`src/inc/hsc_defs.svh`:
```
// halt standby control: offsets, field positions, reset values, timing counts
// assumes inclusion by bare name from design and bench files
`ifndef HSC_DEFS_SVH
`define HSC_DEFS_SVH

// register offsets on the plain register port
`define HSC_ADDR_W          4
`define HSC_OFF_STBY_CTRL   4'h0
`define HSC_OFF_STATUS      4'h1
`define HSC_OFF_FLAGS       4'h2

// standby control register fields
`define HSC_HALT_BIT        0
`define HSC_STBY_RESET      8'h00
`define HSC_HALT_CODE       8'h01

// flags register field positions
`define HSC_FLG_IE_BIT      0
`define HSC_FLG_ISP_BIT     1

// pin idle values during halt
`define HSC_UPPER_IDLE      4'h0
`define HSC_STRB_IDLE       1'b1
`define HSC_ADDRESS_STROBE_IDLE       1'b0

// release restart: cycles the cpu clock gate needs to reopen
`define HSC_WAKE_NS         25
`define HSC_CLK_NS          25
`define HSC_WAKE_CYC        ((`HSC_WAKE_NS + `HSC_CLK_NS - 1) / `HSC_CLK_NS)

`endif

```
`src/inc/hsc_pkg.sv`:
```
// halt standby control: shared types
// assumes hsc_defs.svh sits on the include path
package hsc_pkg;

  // controller states
  typedef enum logic [1:0] {
    HSC_RUN  = 2'b00,
    HSC_HALT = 2'b01,
    HSC_WAKE = 2'b10
  } hsc_state_t;

  // release cause reported to software
  typedef enum logic [1:0] {
    HSC_SRC_NONE = 2'b00,
    HSC_SRC_NMI  = 2'b01,
    HSC_SRC_MASK = 2'b10
  } hsc_src_t;

endpackage

```
`src/hdl/hsc_halt_ctrl.sv`:
```
// halt standby controller: standby control register, cpu clock gate, bus idle
// assumes a cpu core with a plain register port and separate interrupt inputs
//
// Functional notes
// - writing one to the halt request bit enters halt mode
// - only the dedicated immediate-move write reaches the register; 01h requests halt
// - halt request with a release already pending does not halt
// - oscillator, system clock, peripherals run; io and ram are untouched
// - cpu stops in halt but macro service transfers still run
// - halt bus: low lines float, middle hold, upper low, strobes high, address_strobe low
// - exactly three release sources: nmi, maskable interrupt, reset
// - a nonmaskable interrupt request releases halt
// - an unmasked maskable request releases halt; a masked one keeps halt while macro service runs
// - reset releases halt regardless of mask, priority, enable, in-service
`timescale 1ns/1ps
`default_nettype none

`include "hsc_defs.svh"

module hsc_halt_ctrl (
  input  wire logic                       clk_sys_i,
  input  wire logic                       rst_b_i,
  // register port
  input  wire logic [`HSC_ADDR_W-1:0]     reg_addr_i,
  input  wire logic [7:0]                 reg_wdata_i,
  input  wire logic                       reg_wr_i,
  input  wire logic                       reg_rd_i,
  input  wire logic                       reg_wr_imm_i,
  output logic      [7:0]                 reg_rdata_o,
  // release sources
  input  wire logic                       nmi_req_i,
  input  wire logic                       maskable_req_i,
  input  wire logic                       macro_service_i,
  input  wire logic                       interrupt_mask_flag_i,
  input  wire logic                       interrupt_priority_flag_i,
  input  wire logic                       interrupt_enable_flag_i,
  input  wire logic                       in_service_priority_flag_i,
  // cpu side
  output logic                            cpu_clk_en_o,
  output logic                            cpu_halted_o,
  output logic                            macro_service_go_o,
  output logic                            vector_go_o,
  // bus from cpu
  input  wire logic [7:0]                 cpu_ad_o_i,
  input  wire logic                       cpu_ad_oe_b_i,
  input  wire logic [7:0]                 cpu_addr_mid_i,
  input  wire logic [3:0]                 cpu_addr_up_i,
  input  wire logic                       cpu_rd_b_i,
  input  wire logic                       cpu_wr_b_i,
  input  wire logic                       cpu_address_strobe_i,
  // bus pins
  output logic      [7:0]                 muxed_addr_data_low_o,
  output logic                            muxed_addr_data_low_oe_b_o,
  output logic      [7:0]                 addr_middle_lines_o,
  output logic      [3:0]                 addr_upper_lines_o,
  output logic                            rd_strobe_b_o,
  output logic                            wr_strobe_b_o,
  output logic                            address_strobe_o
);
  import hsc_pkg::*;

  // ----------------------------------------------------------------
  // state
  // ----------------------------------------------------------------
  typedef struct packed {
    hsc_state_t state;
    logic [7:0] standby_control_reg;
    hsc_src_t   last_src;
    logic       wake_pend;
    logic [7:0] rdata;
    logic       ad_oe_b;
    logic [7:0] ad;
  } hsc_ctrl_st_t;

  hsc_ctrl_st_t st_q;
  hsc_ctrl_st_t st_d;

  logic nmi_lvl;
  logic mask_lvl;
  logic mask_rel;
  logic any_rel;
  logic halt_wr;
  logic halted;
  logic [2:0] strb_pins;

  // ----------------------------------------------------------------
  // synchronised release requests
  // ----------------------------------------------------------------
  hsc_sync3 u_sync_nmi (
    .clk_sys_i (clk_sys_i),
    .rst_b_i   (rst_b_i),
    .async_i   (nmi_req_i),
    .level_o   (nmi_lvl)
  );

  hsc_sync3 u_sync_mask (
    .clk_sys_i (clk_sys_i),
    .rst_b_i   (rst_b_i),
    .async_i   (maskable_req_i),
    .level_o   (mask_lvl)
  );

  // ----------------------------------------------------------------
  // release decode
  // ----------------------------------------------------------------
  // unmasked request releases
  assign mask_rel = mask_lvl & ~interrupt_mask_flag_i;
  // nmi or maskable, reset handled below
  assign any_rel  = nmi_lvl | mask_rel;
  // only the immediate-move write to the standby control offset, any data value
  assign halt_wr  = reg_wr_i && reg_wr_imm_i && (reg_addr_i == `HSC_OFF_STBY_CTRL);

  // ----------------------------------------------------------------
  // controller
  // ----------------------------------------------------------------
  always_comb begin
    st_d       = st_q;
    st_d.rdata = 8'h00;
    // register write path
    if (halt_wr) begin
      st_d.standby_control_reg = reg_wdata_i;
    end
    case (st_q.state)
      HSC_RUN: begin
        if (halt_wr && reg_wdata_i[`HSC_HALT_BIT]) begin
          if (any_rel) begin
            st_d.standby_control_reg[`HSC_HALT_BIT] = 1'b0;
            st_d.last_src = nmi_lvl ? HSC_SRC_NMI : HSC_SRC_MASK;
          end else begin
            st_d.state = HSC_HALT;
            st_d.last_src = HSC_SRC_NONE;
          end
        end
      end
      HSC_HALT: begin
        if (nmi_lvl) begin
          st_d.state    = HSC_WAKE;
          st_d.last_src = HSC_SRC_NMI;
        end else if (mask_rel) begin
          st_d.state    = HSC_WAKE;
          st_d.last_src = HSC_SRC_MASK;
        end
      end
      HSC_WAKE: begin
        st_d.state = HSC_RUN;
        st_d.standby_control_reg[`HSC_HALT_BIT] = 1'b0;
      end
      default: begin
        st_d.state = HSC_RUN;
      end
    endcase
    st_d.wake_pend = (st_q.state == HSC_WAKE);
    st_d.ad_oe_b = (st_d.state == HSC_RUN) ? cpu_ad_oe_b_i : 1'b1;
    st_d.ad      = cpu_ad_o_i;
    // register read decode
    if (reg_rd_i) begin
      if (reg_addr_i == `HSC_OFF_STBY_CTRL) begin
        st_d.rdata = st_q.standby_control_reg;
      end else if (reg_addr_i == `HSC_OFF_STATUS) begin
        st_d.rdata = {4'h0, st_q.last_src, st_q.state};
      end else if (reg_addr_i == `HSC_OFF_FLAGS) begin
        st_d.rdata = {6'h00, in_service_priority_flag_i, interrupt_enable_flag_i};
      end else begin
        st_d.rdata = 8'h00;
      end
    end
  end

  // reset wins over every flag setting
  always_ff @(posedge clk_sys_i) begin
    if (!rst_b_i) begin
      st_q.state               <= HSC_RUN;
      st_q.standby_control_reg <= `HSC_STBY_RESET;
      st_q.last_src            <= HSC_SRC_NONE;
      st_q.wake_pend           <= 1'b0;
      st_q.rdata               <= 8'h00;
      st_q.ad_oe_b             <= 1'b1;
      st_q.ad                  <= 8'h00;
    end else begin
      st_q <= st_d;
    end
  end

  assign halted = (st_q.state == HSC_HALT);

  // ----------------------------------------------------------------
  // cpu side outputs
  // ----------------------------------------------------------------
  // cpu gated, macro service passes
  assign cpu_clk_en_o       = ~halted;
  assign cpu_halted_o       = halted;
  assign macro_service_go_o = macro_service_i & mask_lvl;
  // maskable vectored branch needs enable and priority above in-service level; nmi always vectors
  assign vector_go_o        = st_q.wake_pend & (st_q.last_src == HSC_SRC_NMI |
                              (interrupt_enable_flag_i &
                               (interrupt_priority_flag_i | ~in_service_priority_flag_i)));
  assign reg_rdata_o        = st_q.rdata;

  // ----------------------------------------------------------------
  // bus pin hold
  // ----------------------------------------------------------------
  // low lines float while not running; data follows the cpu
  assign muxed_addr_data_low_o      = st_q.ad;
  assign muxed_addr_data_low_oe_b_o = st_q.ad_oe_b;

  hsc_pin_hold #(.W(8)) u_hold_mid (
    .clk_sys_i (clk_sys_i),
    .rst_b_i   (rst_b_i),
    .halt_i    (halted),
    .freeze_i  (1'b1),
    .idle_i    (8'h00),
    .cpu_i     (cpu_addr_mid_i),
    .pin_o     (addr_middle_lines_o)
  );

  hsc_pin_hold #(.W(4)) u_hold_up (
    .clk_sys_i (clk_sys_i),
    .rst_b_i   (rst_b_i),
    .halt_i    (halted),
    .freeze_i  (1'b0),
    .idle_i    (`HSC_UPPER_IDLE),
    .cpu_i     (cpu_addr_up_i),
    .pin_o     (addr_upper_lines_o)
  );

  hsc_pin_hold #(.W(3)) u_hold_strb (
    .clk_sys_i (clk_sys_i),
    .rst_b_i   (rst_b_i),
    .halt_i    (halted),
    .freeze_i  (1'b0),
    .idle_i    ({`HSC_STRB_IDLE, `HSC_STRB_IDLE, `HSC_ADDRESS_STROBE_IDLE}),
    .cpu_i     ({cpu_rd_b_i, cpu_wr_b_i, cpu_address_strobe_i}),
    .pin_o     (strb_pins)
  );

  assign rd_strobe_b_o    = strb_pins[2];
  assign wr_strobe_b_o    = strb_pins[1];
  assign address_strobe_o = strb_pins[0];

endmodule

`default_nettype wire

```
`src/hdl/hsc_sync3.sv`:
```
// three-stage synchroniser for one asynchronous level
// assumes clk_sys_i is the only clock; change counts when stages two and three agree
`timescale 1ns/1ps
`default_nettype none

module hsc_sync3 (
  input  wire logic clk_sys_i,
  input  wire logic rst_b_i,
  input  wire logic async_i,
  output logic      level_o
);

  typedef struct packed {
    logic s1;
    logic s2;
    logic s3;
    logic lvl;
  } hsc_sync_st_t;

  hsc_sync_st_t st_q;
  hsc_sync_st_t st_d;

  // shift chain, level accepted once s2 and s3 agree
  always_comb begin
    st_d     = st_q;
    st_d.s1  = async_i;
    st_d.s2  = st_q.s1;
    st_d.s3  = st_q.s2;
    if (st_q.s2 == st_q.s3) begin
      st_d.lvl = st_q.s3;
    end
  end

  always_ff @(posedge clk_sys_i) begin
    if (!rst_b_i) begin
      st_q <= '0;
    end else begin
      st_q <= st_d;
    end
  end

  assign level_o = st_q.lvl;

endmodule

`default_nettype wire

```
`src/hdl/hsc_pin_hold.sv`:
```
// holds one group of bus pin outputs at a fixed or frozen level while halted
// assumes halt_i is a registered level from the controller
`timescale 1ns/1ps
`default_nettype none

module hsc_pin_hold #(
  parameter int W = 8
) (
  input  wire logic         clk_sys_i,
  input  wire logic         rst_b_i,
  input  wire logic         halt_i,
  input  wire logic         freeze_i,
  input  wire logic [W-1:0] idle_i,
  input  wire logic [W-1:0] cpu_i,
  output logic      [W-1:0] pin_o
);

  typedef struct packed {
    logic [W-1:0] pin;
  } hsc_hold_st_t;

  hsc_hold_st_t st_q;
  hsc_hold_st_t st_d;

  // running: follow cpu; halted: keep last value or force idle
  always_comb begin
    st_d = st_q;
    if (!halt_i) begin
      st_d.pin = cpu_i;
    end else if (!freeze_i) begin
      st_d.pin = idle_i;
    end
  end

  always_ff @(posedge clk_sys_i) begin
    if (!rst_b_i) begin
      st_q <= '0;
    end else begin
      st_q <= st_d;
    end
  end

  assign pin_o = st_q.pin;

endmodule

`default_nettype wire

```
`config.mk`:
```
export PLATFORM = sky130hd
export DESIGN_NAME = hsc_halt_ctrl
export DESIGN_NICKNAME = d
export VERILOG_FILES = /design/src/inc/hsc_pkg.sv /design/src/hdl/hsc_halt_ctrl.sv /design/src/hdl/hsc_sync3.sv /design/src/hdl/hsc_pin_hold.sv
export VERILOG_INCLUDE_DIRS = /design/src /design/src/inc
export SDC_FILE = /design/constraint.sdc
export NUM_CORES = 1
export LEC_CHECK = 0
export BUFFER_PORTS_ARGS = -buffer_cell sky130_fd_sc_hd__buf_2
export CAP_MARGIN = 5
export CORE_ASPECT_RATIO = 1.75
export CORE_MARGIN = 4
export CORE_UTILIZATION = 50
export DETAILED_ROUTE_END_ITERATION = 10
export PLACE_DENSITY = 0.87
export SLEW_MARGIN = 20
export SYNTH_ARGS = -nofsm -noshare
export SYNTH_HDL_FRONTEND = slang
export SYNTH_SLANG_ARGS = --single-unit
```
`constraint.sdc`:
```
create_clock -name clk_sys_i -period 2.51 [get_ports clk_sys_i]
set_input_delay 0.502 -clock clk_sys_i [delete_from_list [all_inputs] [get_ports clk_sys_i]]
set_output_delay 0.502 -clock clk_sys_i [all_outputs]
set_load 0.03 [all_outputs]
```
==> reports/qor.csv <==
metric,value,unit
status,"complete, no violations",
antenna_found_initial,0,
async_reset_ff_share,0,%
core_area,3660,sq um
ys_ff_latch,53,
tritoncts,yes,
synth_top_cell_by_area,dfxtp_1,
die_x,55.0,microns
wirelength,3950,microns
clk_pin_slew,90,ps
drt_pass1_iterations,4,
cts_sinks,53,
relSlewSlack,65.9,%
rsz0062_at_grt,false,
netlist_area,1940,sq um
cts_setup_buffers,0,
period_minus_slack,2040,ps
ys_seq_area_share,54.8,%
avgSynthCellArea,9.31,sq um
grt_overflow,0,
dieHeight,90.3,microns
critPathRequiredTime,2010,ps
synth_ff_type,dfxtp_1,
reg2reg_slack,1010,ps
synth_warnings,0,
post-synth-top-count-cell,dfxtp_1,
cts_root_buf,clkbuf_8,
initial_core_util,52.8,%
clk_latency,300,ps
wl_per_cell,12.3,microns
cts-hold-fix-buffers,0,
finalWeightedCongestion,0.758,
drive_gt1_share,34.2,%
placed_area,2260,sq um
fmax,490,MHz
tns,0,ps
yosys-top-cells-area,"dfxtp_1 (55%), nand2_1 (7.4%), a21boi_0 (7.0%)",
grt_pass1_wl,6550,microns
p_leak,0.00111,uW
drc_errors,0,
worstSetupPathType,reg -> out,
grt_use_total,17.7,%
vias,1565,
hold_viol_final,0,
worst_slew_pin_slew,507,ps
final_net_count,322,
synth_commonest_cells,"dfxtp_1 (53), nand2_1 (38), and2_1 (19)",
worstSetupEndpointType,output pin,
n_antenna_cell,0,
via_per_inst,4.88,
portBuffers,83,
crit_path_start_kind,flip-flop,
synthesis.nets,256,
top_level_ports,84,
crit_fanout,15,
ant_nets,0,
fin_worst_skew,3.06,ps
arrival,1540,ps
dp_hpwl,3110,microns
ys_types,26,
peakVddDrop,0.000607,V
total_power,1610,uW
synth_top_cell_area_share,54.8,%
cts_max_path_buffers,2,
synthCells,208,
numCtsBuffers,5,
finalMaxSlewViolations,0,
final_area,2370,sq um
die-area,4970,sq um
holdCritPathClass,in -> reg,
ctsResizeCount,0,
fp-row-count,29,
finalCritPeriodShare,81.3,%
grt_max_degree,26,
cts_max_level,2,
synth_edf_count,0,
dr.first_iter.drc_count,19,
grt_pass1_vias,1575,
pwr_density_cell,676,nW/um^2
finalSetupViolCount,0,
maxCapViolCount,0,
syn2layout_area_growth,22.6,%
## registers in the layout (all words and copies together), names as in the netlist, named ones only
| name | cells |
|---|---|
| u_hold_up.pin_o | 4 |
| muxed_addr_data_low_o | 8 |
| u_sync_mask.st_d | 2 |
| st_q | 12 |
| u_sync_nmi.level_o | 1 |
| u_sync_mask.st_q | 1 |
| u_hold_strb.pin_o | 3 |
| muxed_addr_data_low_oe_b_o | 1 |
| u_hold_mid.pin_o | 8 |
| u_sync_nmi.st_d | 2 |
| reg_rdata_o | 8 |
| u_sync_mask.level_o | 1 |
| u_sync_nmi.st_q | 1 |
## path summary, 6_finish.rpt
kind                            start                         end  cells past startpoint
setup / recovery             st_q[28]                cpu_halted_o                      3
hold reg to reg   u_sync_mask.st_d[2]         u_sync_mask.st_d[1]                      1
hold / removal          cpu_ad_oe_b_i  muxed_addr_data_low_oe_b_o                      3
setup reg to reg             st_q[29]        u_hold_strb.pin_o[1]                      5
## logic make-up after synthesis
logic type	share of synthesized area, %
AO/OA/AOI/OAI	12.9
buffers and inverters	9.57
flip-flops	54.8
multiplexers	1.03
AND/OR/NAND/NOR	21.7
## final cells by class
| cell class | count | area [sq um] |
|---|---|---|
| inverters | 5 | 18.8 |
| clock buffers | 7 | 86.3 |
| fillers | 336 | 1290 |
| repair buffers | 85 | 430 |
| well taps | 46 | 57.6 |
| clock inverters | 1 | 30.0 |
| flip-flops and latches | 53 | 1060 |
| multi-input cells | 124 | 689 |
## cell usage in the layout, fill, tap and decap left out, types with 2 or more instances in the layout
| cell type | Yosys | routed |
|---|---|---|
| buf_4 | 16 | 2 |
| dfxtp_1 | 53 | 53 |
| a21boi_0 | 18 | 18 |
| nor2b_1 | 4 | 4 |
| inv_1 | 5 | 5 |
| nand3_1 | 3 | 3 |
| o22ai_1 | 4 | 4 |
| and3_1 | 7 | 7 |
| mux2i_1 | 2 | 2 |
| nor3_1 | 3 | 3 |
| o21a_1 | 2 | 2 |
| o211ai_1 | 2 | 2 |
| o21ai_0 | 8 | 8 |
| nor2_1 | 6 | 6 |
| nand2_1 | 38 | 38 |
| a21oi_1 | 2 | 2 |
| clkbuf_8 | 0 | 6 |
| and2_1 | 19 | 19 |
| buf_2 | 1 | 83 |
## worst max-delay path, stage by stage, from the launching register on
cell,delay (ps)
dfxtp_1,490
nand2_1,360
inv_1,170
buf_2,210
## where the power goes
group | internal, uW | total [uW] | leakage [uW] | switching [uW]
Clock | 325 | 581 | 0.0000585 | 256
Sequential | 866 | 874 | 0.000435 | 7.84
Combinational | 61.9 | 150 | 0.000621 | 88.0
## stage by stage
step | setup slack (ps) | cells | hold WS (ps) | util (%)
finish | 471 | 321 | 392 | 64.8
global route | 330 | 321 | 386 | 64.8
CTS | 446 | 321 | 389 | 64.8
detailed placement | 552 | 313 | 431 | 61.6
global placement | 586 | 313 | 414 | 61.6
floorplan | 665 | 208 | 412 | -
## per-layer routing
layer,wire length [microns],share of wire (%),track usage [%],vias up
met5,0,0,0,-
met4,91,2.3,8.52,0
met3,271,6.9,5.45,9
met2,2230,56,32.1,57
met1,1360,34,16.4,708
li1,-,-,-,791
Note: power is estimated with default switching activity, not from simulation.
